`config.mk`:
```
export PLATFORM = sky130hd
export DESIGN_NAME = msc_stream_cfg
export DESIGN_NICKNAME = d
export VERILOG_FILES = /design/src/core/msc_pkg.sv /design/src/core/msc_stream_cfg.sv
export VERILOG_INCLUDE_DIRS = /design/src /design/src/core
export SDC_FILE = /design/constraint.sdc
export NUM_CORES = 1
export LEC_CHECK = 0
export ABC_AREA = 1
export BUFFER_PORTS_ARGS = -buffer_cell sky130_fd_sc_hd__buf_4
export CAP_MARGIN = 15
export CORE_UTILIZATION = 34
export DETAILED_ROUTE_END_ITERATION = 6
export PLACE_DENSITY = 0.73
export SETUP_SLACK_MARGIN = 0.05
export SYNTH_ARGS = -nofsm -noshare
export SYNTH_HDL_FRONTEND = slang
export SYNTH_SLANG_ARGS = --single-unit
```
`constraint.sdc`:
```
create_clock -name i_clk -period 2.15 [get_ports i_clk]
set_clock_uncertainty 0.05 [all_clocks]
set_input_delay 0 -clock i_clk [delete_from_list [all_inputs] [get_ports i_clk]]
set_output_delay 0 -clock i_clk [all_outputs]
set_load 0.01 [all_outputs]
```
`src/core/msc_consts.svh`:
```
/*
 * Offsets, field positions, reset values and widths of the second-stream
 * transfer-unit configuration bank.
 * Assumes byte addresses on a 12-bit register port, one word per register.
 */
`ifndef MSC_CONSTS_SVH
`define MSC_CONSTS_SVH

// ----------------------------------------------------------------------
// Register byte offsets
// ----------------------------------------------------------------------
`define MSC_OFF_TU_SIZE        12'h530
`define MSC_OFF_WORD_COUNT     12'h53c
`define MSC_OFF_INTERLACE      12'h540
`define MSC_OFF_MIN_BYTES      12'h544
`define MSC_OFF_FRAC_BYTES     12'h548
`define MSC_OFF_LINE_WAIT      12'h54c

// ----------------------------------------------------------------------
// Field widths and positions
// ----------------------------------------------------------------------
`define MSC_ADDR_W             12
`define MSC_DATA_W             32
`define MSC_WORD_COUNT_W       16
`define MSC_MIN_BYTES_W        8
`define MSC_FRAC_BYTES_W       10
`define MSC_LINE_WAIT_W        8
`define MSC_TU_SIZE_W          7
`define MSC_INTERLACE_BIT      0

// ----------------------------------------------------------------------
// Reset values
// ----------------------------------------------------------------------
`define MSC_RST_TU_SIZE        7'h40
`define MSC_RST_WORD_COUNT     16'h0000
`define MSC_RST_MIN_BYTES      8'h00
`define MSC_RST_FRAC_BYTES     10'h000
`define MSC_RST_LINE_WAIT      8'h00

`endif

```
`src/core/msc_pkg.sv`:
```
/*
 * Types shared by the second-stream configuration bank.
 * Assumes msc_consts.svh is on the include path.
 */
`include "msc_consts.svh"

package msc_pkg;

    // ------------------------------------------------------------------
    // Line-start wait sequencer states, Gray along idle-wait-run
    // ------------------------------------------------------------------
    typedef enum logic [1:0] {
        MSC_IDLE = 2'h0,
        MSC_WAIT = 2'h1,
        MSC_RUN  = 2'h3
    } msc_state_t;

    // ------------------------------------------------------------------
    // Configuration handed to the framing datapath
    // ------------------------------------------------------------------
    typedef struct packed {
        logic [`MSC_WORD_COUNT_W-1:0] word_count;
        logic                         interlace;
        logic [`MSC_MIN_BYTES_W-1:0]  min_bytes;
        logic [`MSC_FRAC_BYTES_W-1:0] frac_bytes;
        logic [`MSC_LINE_WAIT_W-1:0]  line_wait;
        logic [`MSC_TU_SIZE_W-1:0]    tu_size;
    } msc_cfg_t;

endpackage

```
`src/core/msc_stream_cfg.sv`:
```
/*
 * Second-stream transfer-unit configuration bank with its line-start
 * wait sequencer: registers written by software, fields handed to the
 * framing logic, and the initial wait at the start of each line.
 * Assumes a synchronous register port with read data one cycle later,
 * and line start/end pulses from the framing logic on the same clock.
 */
`timescale 1ns/10ps
`include "msc_consts.svh"

module msc_stream_cfg #(
    parameter int WORD_COUNT_W = `MSC_WORD_COUNT_W
) (
    input  wire logic                   i_clk,          // 20 MHz clock
    input  wire logic                   i_rst,          // Async reset, high
    input  wire logic [`MSC_ADDR_W-1:0] i_addr,         // Byte address
    input  wire logic [`MSC_DATA_W-1:0] i_wdata,        // Write data
    input  wire logic                   i_wr,           // Write strobe
    input  wire logic                   i_rd,           // Read strobe
    output logic      [`MSC_DATA_W-1:0] o_rdata,        // Read data, next cycle
    output msc_pkg::msc_cfg_t           o_cfg,          // Fields to framing
    output logic                        o_vbid_interlace, // VBID interlace field
    output logic                        o_misc_interlace, // Attribute interlace field
    input  wire logic                   i_line_start,   // New line pulse
    input  wire logic                   i_line_end,     // Line done pulse
    output logic                        o_waiting,      // Initial wait running
    output logic                        o_line_go       // Wait over, pulse
);

    // ------------------------------------------------------------------
    // Elaboration checks
    // ------------------------------------------------------------------
    // Framing struct carries a fixed field; a wider counter would be cut
    if (WORD_COUNT_W < 1 || WORD_COUNT_W > `MSC_WORD_COUNT_W) begin : g_bad_width
        $error("WORD_COUNT_W must lie between 1 and 16");
    end

    // ------------------------------------------------------------------
    // Register state
    // ------------------------------------------------------------------
    logic [WORD_COUNT_W-1:0]        word_count;
    logic                           interlace;
    logic [`MSC_MIN_BYTES_W-1:0]    min_bytes;
    logic [`MSC_FRAC_BYTES_W-1:0]   frac_bytes;
    logic [`MSC_LINE_WAIT_W-1:0]    line_wait;
    logic [`MSC_TU_SIZE_W-1:0]      tu_size;
    logic [`MSC_DATA_W-1:0]         rdata;

    logic [WORD_COUNT_W-1:0]        next_word_count;
    logic                           next_interlace;
    logic [`MSC_MIN_BYTES_W-1:0]    next_min_bytes;
    logic [`MSC_FRAC_BYTES_W-1:0]   next_frac_bytes;
    logic [`MSC_LINE_WAIT_W-1:0]    next_line_wait;
    logic [`MSC_TU_SIZE_W-1:0]      next_tu_size;
    logic [`MSC_DATA_W-1:0]         next_rdata;

    // ------------------------------------------------------------------
    // Write decode
    // ------------------------------------------------------------------
    always_comb begin
        next_word_count = word_count;
        next_interlace  = interlace;
        next_min_bytes  = min_bytes;
        next_frac_bytes = frac_bytes;
        next_line_wait  = line_wait;
        next_tu_size    = tu_size;
        if (i_wr) begin
            if (i_addr == `MSC_OFF_WORD_COUNT) begin
                next_word_count = i_wdata[WORD_COUNT_W-1:0];
            end else if (i_addr == `MSC_OFF_INTERLACE) begin
                next_interlace = i_wdata[`MSC_INTERLACE_BIT];
            end else if (i_addr == `MSC_OFF_MIN_BYTES) begin
                next_min_bytes = i_wdata[`MSC_MIN_BYTES_W-1:0];
            end else if (i_addr == `MSC_OFF_FRAC_BYTES) begin
                next_frac_bytes = i_wdata[`MSC_FRAC_BYTES_W-1:0];
            end else if (i_addr == `MSC_OFF_LINE_WAIT) begin
                next_line_wait = i_wdata[`MSC_LINE_WAIT_W-1:0];
            end else if (i_addr == `MSC_OFF_TU_SIZE) begin
                next_tu_size = {i_wdata[`MSC_TU_SIZE_W-1:1], 1'b0};
            end
        end
    end

    // ------------------------------------------------------------------
    // Read decode
    // ------------------------------------------------------------------
    // Data only in the cycle after the strobe; zero otherwise and unmapped
    always_comb begin
        next_rdata = '0;
        if (i_rd) begin
            if (i_addr == `MSC_OFF_WORD_COUNT) begin
                next_rdata = {{(`MSC_DATA_W-WORD_COUNT_W){1'b0}}, word_count};
            end else if (i_addr == `MSC_OFF_INTERLACE) begin
                next_rdata = {{(`MSC_DATA_W-1){1'b0}}, interlace};
            end else if (i_addr == `MSC_OFF_MIN_BYTES) begin
                next_rdata = {{(`MSC_DATA_W-`MSC_MIN_BYTES_W){1'b0}}, min_bytes};
            end else if (i_addr == `MSC_OFF_FRAC_BYTES) begin
                next_rdata = {{(`MSC_DATA_W-`MSC_FRAC_BYTES_W){1'b0}}, frac_bytes};
            end else if (i_addr == `MSC_OFF_LINE_WAIT) begin
                next_rdata = {{(`MSC_DATA_W-`MSC_LINE_WAIT_W){1'b0}}, line_wait};
            end else if (i_addr == `MSC_OFF_TU_SIZE) begin
                next_rdata = {{(`MSC_DATA_W-`MSC_TU_SIZE_W){1'b0}}, tu_size};
            end
        end
    end

    always_ff @(posedge i_clk or posedge i_rst) begin
        if (i_rst) begin
            word_count <= '0;
            interlace  <= 1'b0;
            min_bytes  <= `MSC_RST_MIN_BYTES;
            frac_bytes <= `MSC_RST_FRAC_BYTES;
            line_wait  <= `MSC_RST_LINE_WAIT;
            tu_size    <= `MSC_RST_TU_SIZE;
            rdata      <= '0;
        end else begin
            word_count <= next_word_count;
            interlace  <= next_interlace;
            min_bytes  <= next_min_bytes;
            frac_bytes <= next_frac_bytes;
            line_wait  <= next_line_wait;
            tu_size    <= next_tu_size;
            rdata      <= next_rdata;
        end
    end

    // ------------------------------------------------------------------
    // Outputs to the framing logic
    // ------------------------------------------------------------------
    // Struct field is fixed width; a narrower counter is zero-extended
    always_comb begin
        o_cfg            = '0;
        o_cfg.word_count = `MSC_WORD_COUNT_W'(word_count);
        o_cfg.interlace  = interlace;
        o_cfg.min_bytes  = min_bytes;
        o_cfg.frac_bytes = frac_bytes;
        o_cfg.line_wait  = line_wait;
        o_cfg.tu_size    = tu_size;
    end

    assign o_vbid_interlace = interlace;
    assign o_misc_interlace = interlace;
    assign o_rdata          = rdata;

    // ------------------------------------------------------------------
    // Line-start wait sequencer
    // ------------------------------------------------------------------
    msc_pkg::msc_state_t            state;
    msc_pkg::msc_state_t            next_state;
    logic [`MSC_LINE_WAIT_W-1:0]    wait_cnt;
    logic [`MSC_LINE_WAIT_W-1:0]    next_wait_cnt;
    logic                           line_go;
    logic                           next_line_go;
    logic                           waiting;
    logic                           next_waiting;

    // A new line start always restarts the wait, even mid-line, so a
    // missed line end cannot leave the framing logic running unpaced
    always_comb begin
        next_state    = state;
        next_wait_cnt = wait_cnt;
        next_line_go  = 1'b0;
        if (i_line_start) begin
            next_wait_cnt = line_wait;
            if (line_wait == '0) begin
                next_state   = msc_pkg::MSC_RUN;
                next_line_go = 1'b1;
            end else begin
                next_state = msc_pkg::MSC_WAIT;
            end
        end else begin
            case (state)
                msc_pkg::MSC_IDLE: begin
                    next_state = msc_pkg::MSC_IDLE;
                end
                msc_pkg::MSC_WAIT: begin
                    next_wait_cnt = wait_cnt - 1'b1;
                    if (wait_cnt == `MSC_LINE_WAIT_W'(1)) begin
                        next_state   = msc_pkg::MSC_RUN;
                        next_line_go = 1'b1;
                    end
                end
                msc_pkg::MSC_RUN: begin
                    if (i_line_end) begin
                        next_state = msc_pkg::MSC_IDLE;
                    end
                end
                default: begin
                    next_state = msc_pkg::MSC_IDLE;
                end
            endcase
        end
        // Own flop, so the framing side never sees a state decode glitch
        next_waiting = (next_state == msc_pkg::MSC_WAIT);
    end

    always_ff @(posedge i_clk or posedge i_rst) begin
        if (i_rst) begin
            state    <= msc_pkg::MSC_IDLE;
            wait_cnt <= '0;
            line_go  <= 1'b0;
            waiting  <= 1'b0;
        end else begin
            state    <= next_state;
            wait_cnt <= next_wait_cnt;
            line_go  <= next_line_go;
            waiting  <= next_waiting;
        end
    end

    assign o_waiting = waiting;
    assign o_line_go = line_go;

    // Cycles since the last line start, and the wait it was given
    logic [`MSC_LINE_WAIT_W:0]      chk_elapsed;
    logic [`MSC_LINE_WAIT_W-1:0]    chk_wait;

    always_ff @(posedge i_clk or posedge i_rst) begin
        if (i_rst) begin
            chk_elapsed <= '0;
            chk_wait    <= '0;
        end else if (i_line_start) begin
            chk_elapsed <= '0;
            chk_wait    <= line_wait;
        end else if (chk_elapsed != '1) begin
            chk_elapsed <= chk_elapsed + 1'b1;
        end
    end
endmodule

```
==> key figures <==
Outcome
  • Outcome: finished, final reports clean

Timing
  • Final worst setup slack: 470.1 ps
  • Rel. slew slack: 0.4718
  • Final slew viol count: 0
  • Final hold slack: 31.00 ps
  • Final hold violations: 0
  • Fmax: 595.3 MHz
  • Crit path time final: 1680 ps
  • Setup TNS Final: 0 ps
  • Slew @ Worst Pin: 789.4 ps
  • RSZ-0062 raised after global routing: false
  • Final setup fails: 0
  • Tcrit/Tclk final: 0.7814

Cells and area
  • ANT cells: 0
  • Area Growth Syn to Fin: 34.04%
  • Finished Cell Area: 0.005065 mm²
  • Nets: 652
  • Most frequent cells in the layout: nand2_1, buf_4, dfrtp_1
  • Share of layout cells above drive strength 1: 0.2281
  • Most common cell after layout, fill and taps aside: nand2_1

Power
  • Leakage: 2.761 nW
  • P per Cell Area: 554.6 mW/mm²
  • Total power: 2.809 mW
  • Maximum VDD drop: 0.3534 mV

Worst setup path
  • CP Capture Type: flip-flop
  • Worst endpoint required time: 2340 ps
  • Slowest CP cell: nor2_1
  • CP startpoint kind: primary input
  • Cell chain of the critical path: buf_4 > nand2_1 > inv_1 > nand2_1 > nor2_2 > nand2_1 > nand2_1 > nor2_1 > nand2_2 > nand2_1 > nand2_1
  • Kind of critical path: in -> reg
  • Worst path max stage delay: 620 ps
  • Critical Path AT: 1870 ps
  • Worst Path Max Fanout: 12
  • Cell mode on critical path: nand2_1

CTS
  • CTS buffer count: 9
  • H-tree levels: 3
  • CTS tree: done
  • PostCTS Resize Cnt: 0
  • Quantity of hold-fixing buffers added after cts: 20
  • Postcts setup bufs: 0
  • CTS clk-pin slew, worst paths: 70 ps
  • CTS sink count: 77
  • CTS root buf: clkbuf_8
  • CTS Buffer Depth: 2
  • Clock latency on the worst-skew pair: 350 ps

Global route
  • Global-route wire length before repair: 16.86 mm
  • Total global-route track usage: 0.1907
  • Number of global-route vias before repair: 3381
  • Initial antenna violation count: 0
  • Total gr overflow: 0
  • Largest net degree at the start of global routing: 33

Floorplanning
  • I/O pin total: 136
  • Starting Density: 0.3486
  • Die area: 0.01154 mm²
  • Core Rows: 38
  • Core area: 0.01084 mm²
  • Die width: 107.4 µm
  • Die Y: 107.4 µm

Logic synthesis
  • Ys async rst share: 1.000
  • Synth cell types: 28
  • Top_reg_cell synth: dfrtp_1
  • Cells after Synth: 471
  • Yosys warnings: 0
  • Register area share after synthesis: 0.5103
  • Number of synthesized register bits: 77
  • EDFF count, synth: 0
  • Synth Cell Area: 0.003779 mm²
  • Syn avg cell area: 8.023 µm²

Job
  • Max_cap viols: 0

Worst hold path
  • Min-delay worst type: in -> reg

Routing
  • 1st-pass router iterations: 5
  • Detailed-route wire length: 10.46 mm
  • Via density: 4.722
  • Vias: 3518
  • Met2 WL: 4.744 mm
  • DRT antenna net count: 0
  • Highest routed metal layer: met4
  • Wire length on met3: 581 µm
  • Met1 wire length: 4.830 mm
  • Remaining DRCs: 0
  • Initial DRC count: 219
  • Routed WL per cell: 14.03 µm

Place
  • Post-DP Area: 0.004673 mm²
  • Routability Congestion: 0.9182
  • IO Port Bufs: 102
  • Setup WS pre-CTS: 106.7 ps
  • DPL Wire Length: 7.754 mm
-- cell families after synthesis --
kind of cell | share of synthesized area
buf+inv | 0.1119
xor+xnor | 0.004637
simple gates | 0.2801
flops | 0.5103
compound gates | 0.08543
fa+ha+maj | 0.006621
other cells | 0.0009924
-- per-layer routing --
metal | vias up | track usage
met4 | 0 | 0.08023
met3 | 22 | 0.03511
li1 | 1729 | -
met5 | - | 0
met1 | 1632 | 0.2535
met2 | 135 | 0.3051
-- synth_stat cells (all sizes together) (2+ instances only) --
cell | count | area share
clkbuf | 5 | 0.0050
clkinv | 2 | 0.0020
o211ai | 10 | 0.020
nand2 | 144 | 0.14
nand3 | 38 | 0.050
nor2 | 38 | 0.039
buf | 25 | 0.046
o221ai | 6 | 0.014
nor4 | 2 | 0.0033
inv | 59 | 0.059
ha | 2 | 0.0066
o21ai | 36 | 0.048
nor3 | 9 | 0.019
xor2 | 2 | 0.0046
dfrtp | 76 | 0.50
a21oi | 3 | 0.0040
nand4 | 10 | 0.021
-- final cells by class --
class | instances | area [µm²]
Clock inverter | 5 | 50.05
Tap cell | 140 | 175.2
Inverter | 61 | 229.0
Timing Repair Buffer | 132 | 1054
Multi-Input combinational cell | 319 | 1488
Clock buffer | 11 | 141.4
Sequential cell | 77 | 1928
Fill cell | 1049 | 5776
-- state kept, by name, summed over array words and instances (netlist names) --
signal	cells
wait_cnt	8
o_waiting	1
min_bytes	8
o_line_go	1
state	2
word_count	16
line_wait	8
tu_size	6
frac_bytes	10
o_rdata	16
o_misc_interlace	1
-- power breakdown --
group	switching [mW]	total (mW)	internal [mW]
Clock	0.527	1.09	0.561
Combinational	0.146	0.247	0.100
Sequential	0.0126	1.47	1.46
Total	0.686	2.81	2.12
-- path summary, 6_finish.rpt --
kind,slack (ps),end,from,depth (start not counted)
worst max register to register,650,wait_cnt[7],wait_cnt[2],4
worst min register to register,460,tu_size[6],tu_size[6],2
min in group asynchronous,190,state[0],i_rst,3
max in group asynchronous,1090,tu_size[6],i_rst,4
worst min-delay path,30,o_misc_interlace,i_wr,4
worst max-delay path,470,frac_bytes[1],i_addr[10],11
-- stage by stage --
| stage | instances | utilization |
|---|---|---|
| after floorplan | 487 | - |
| after global placement | 709 | 0.4311 |
| after detailed placement | 709 | 0.4311 |
| after CTS | 745 | 0.4672 |
| after global routing | 745 | 0.4672 |
| final | 745 | 0.4672 |
-- worst max-delay path: cells and delay by family --
family | cells | cell delay (ps)
AND/OR/NAND/NOR | 9 | 1730
buffers and inverters | 2 | 150
Note: power is estimated with default switching activity, not from simulation.
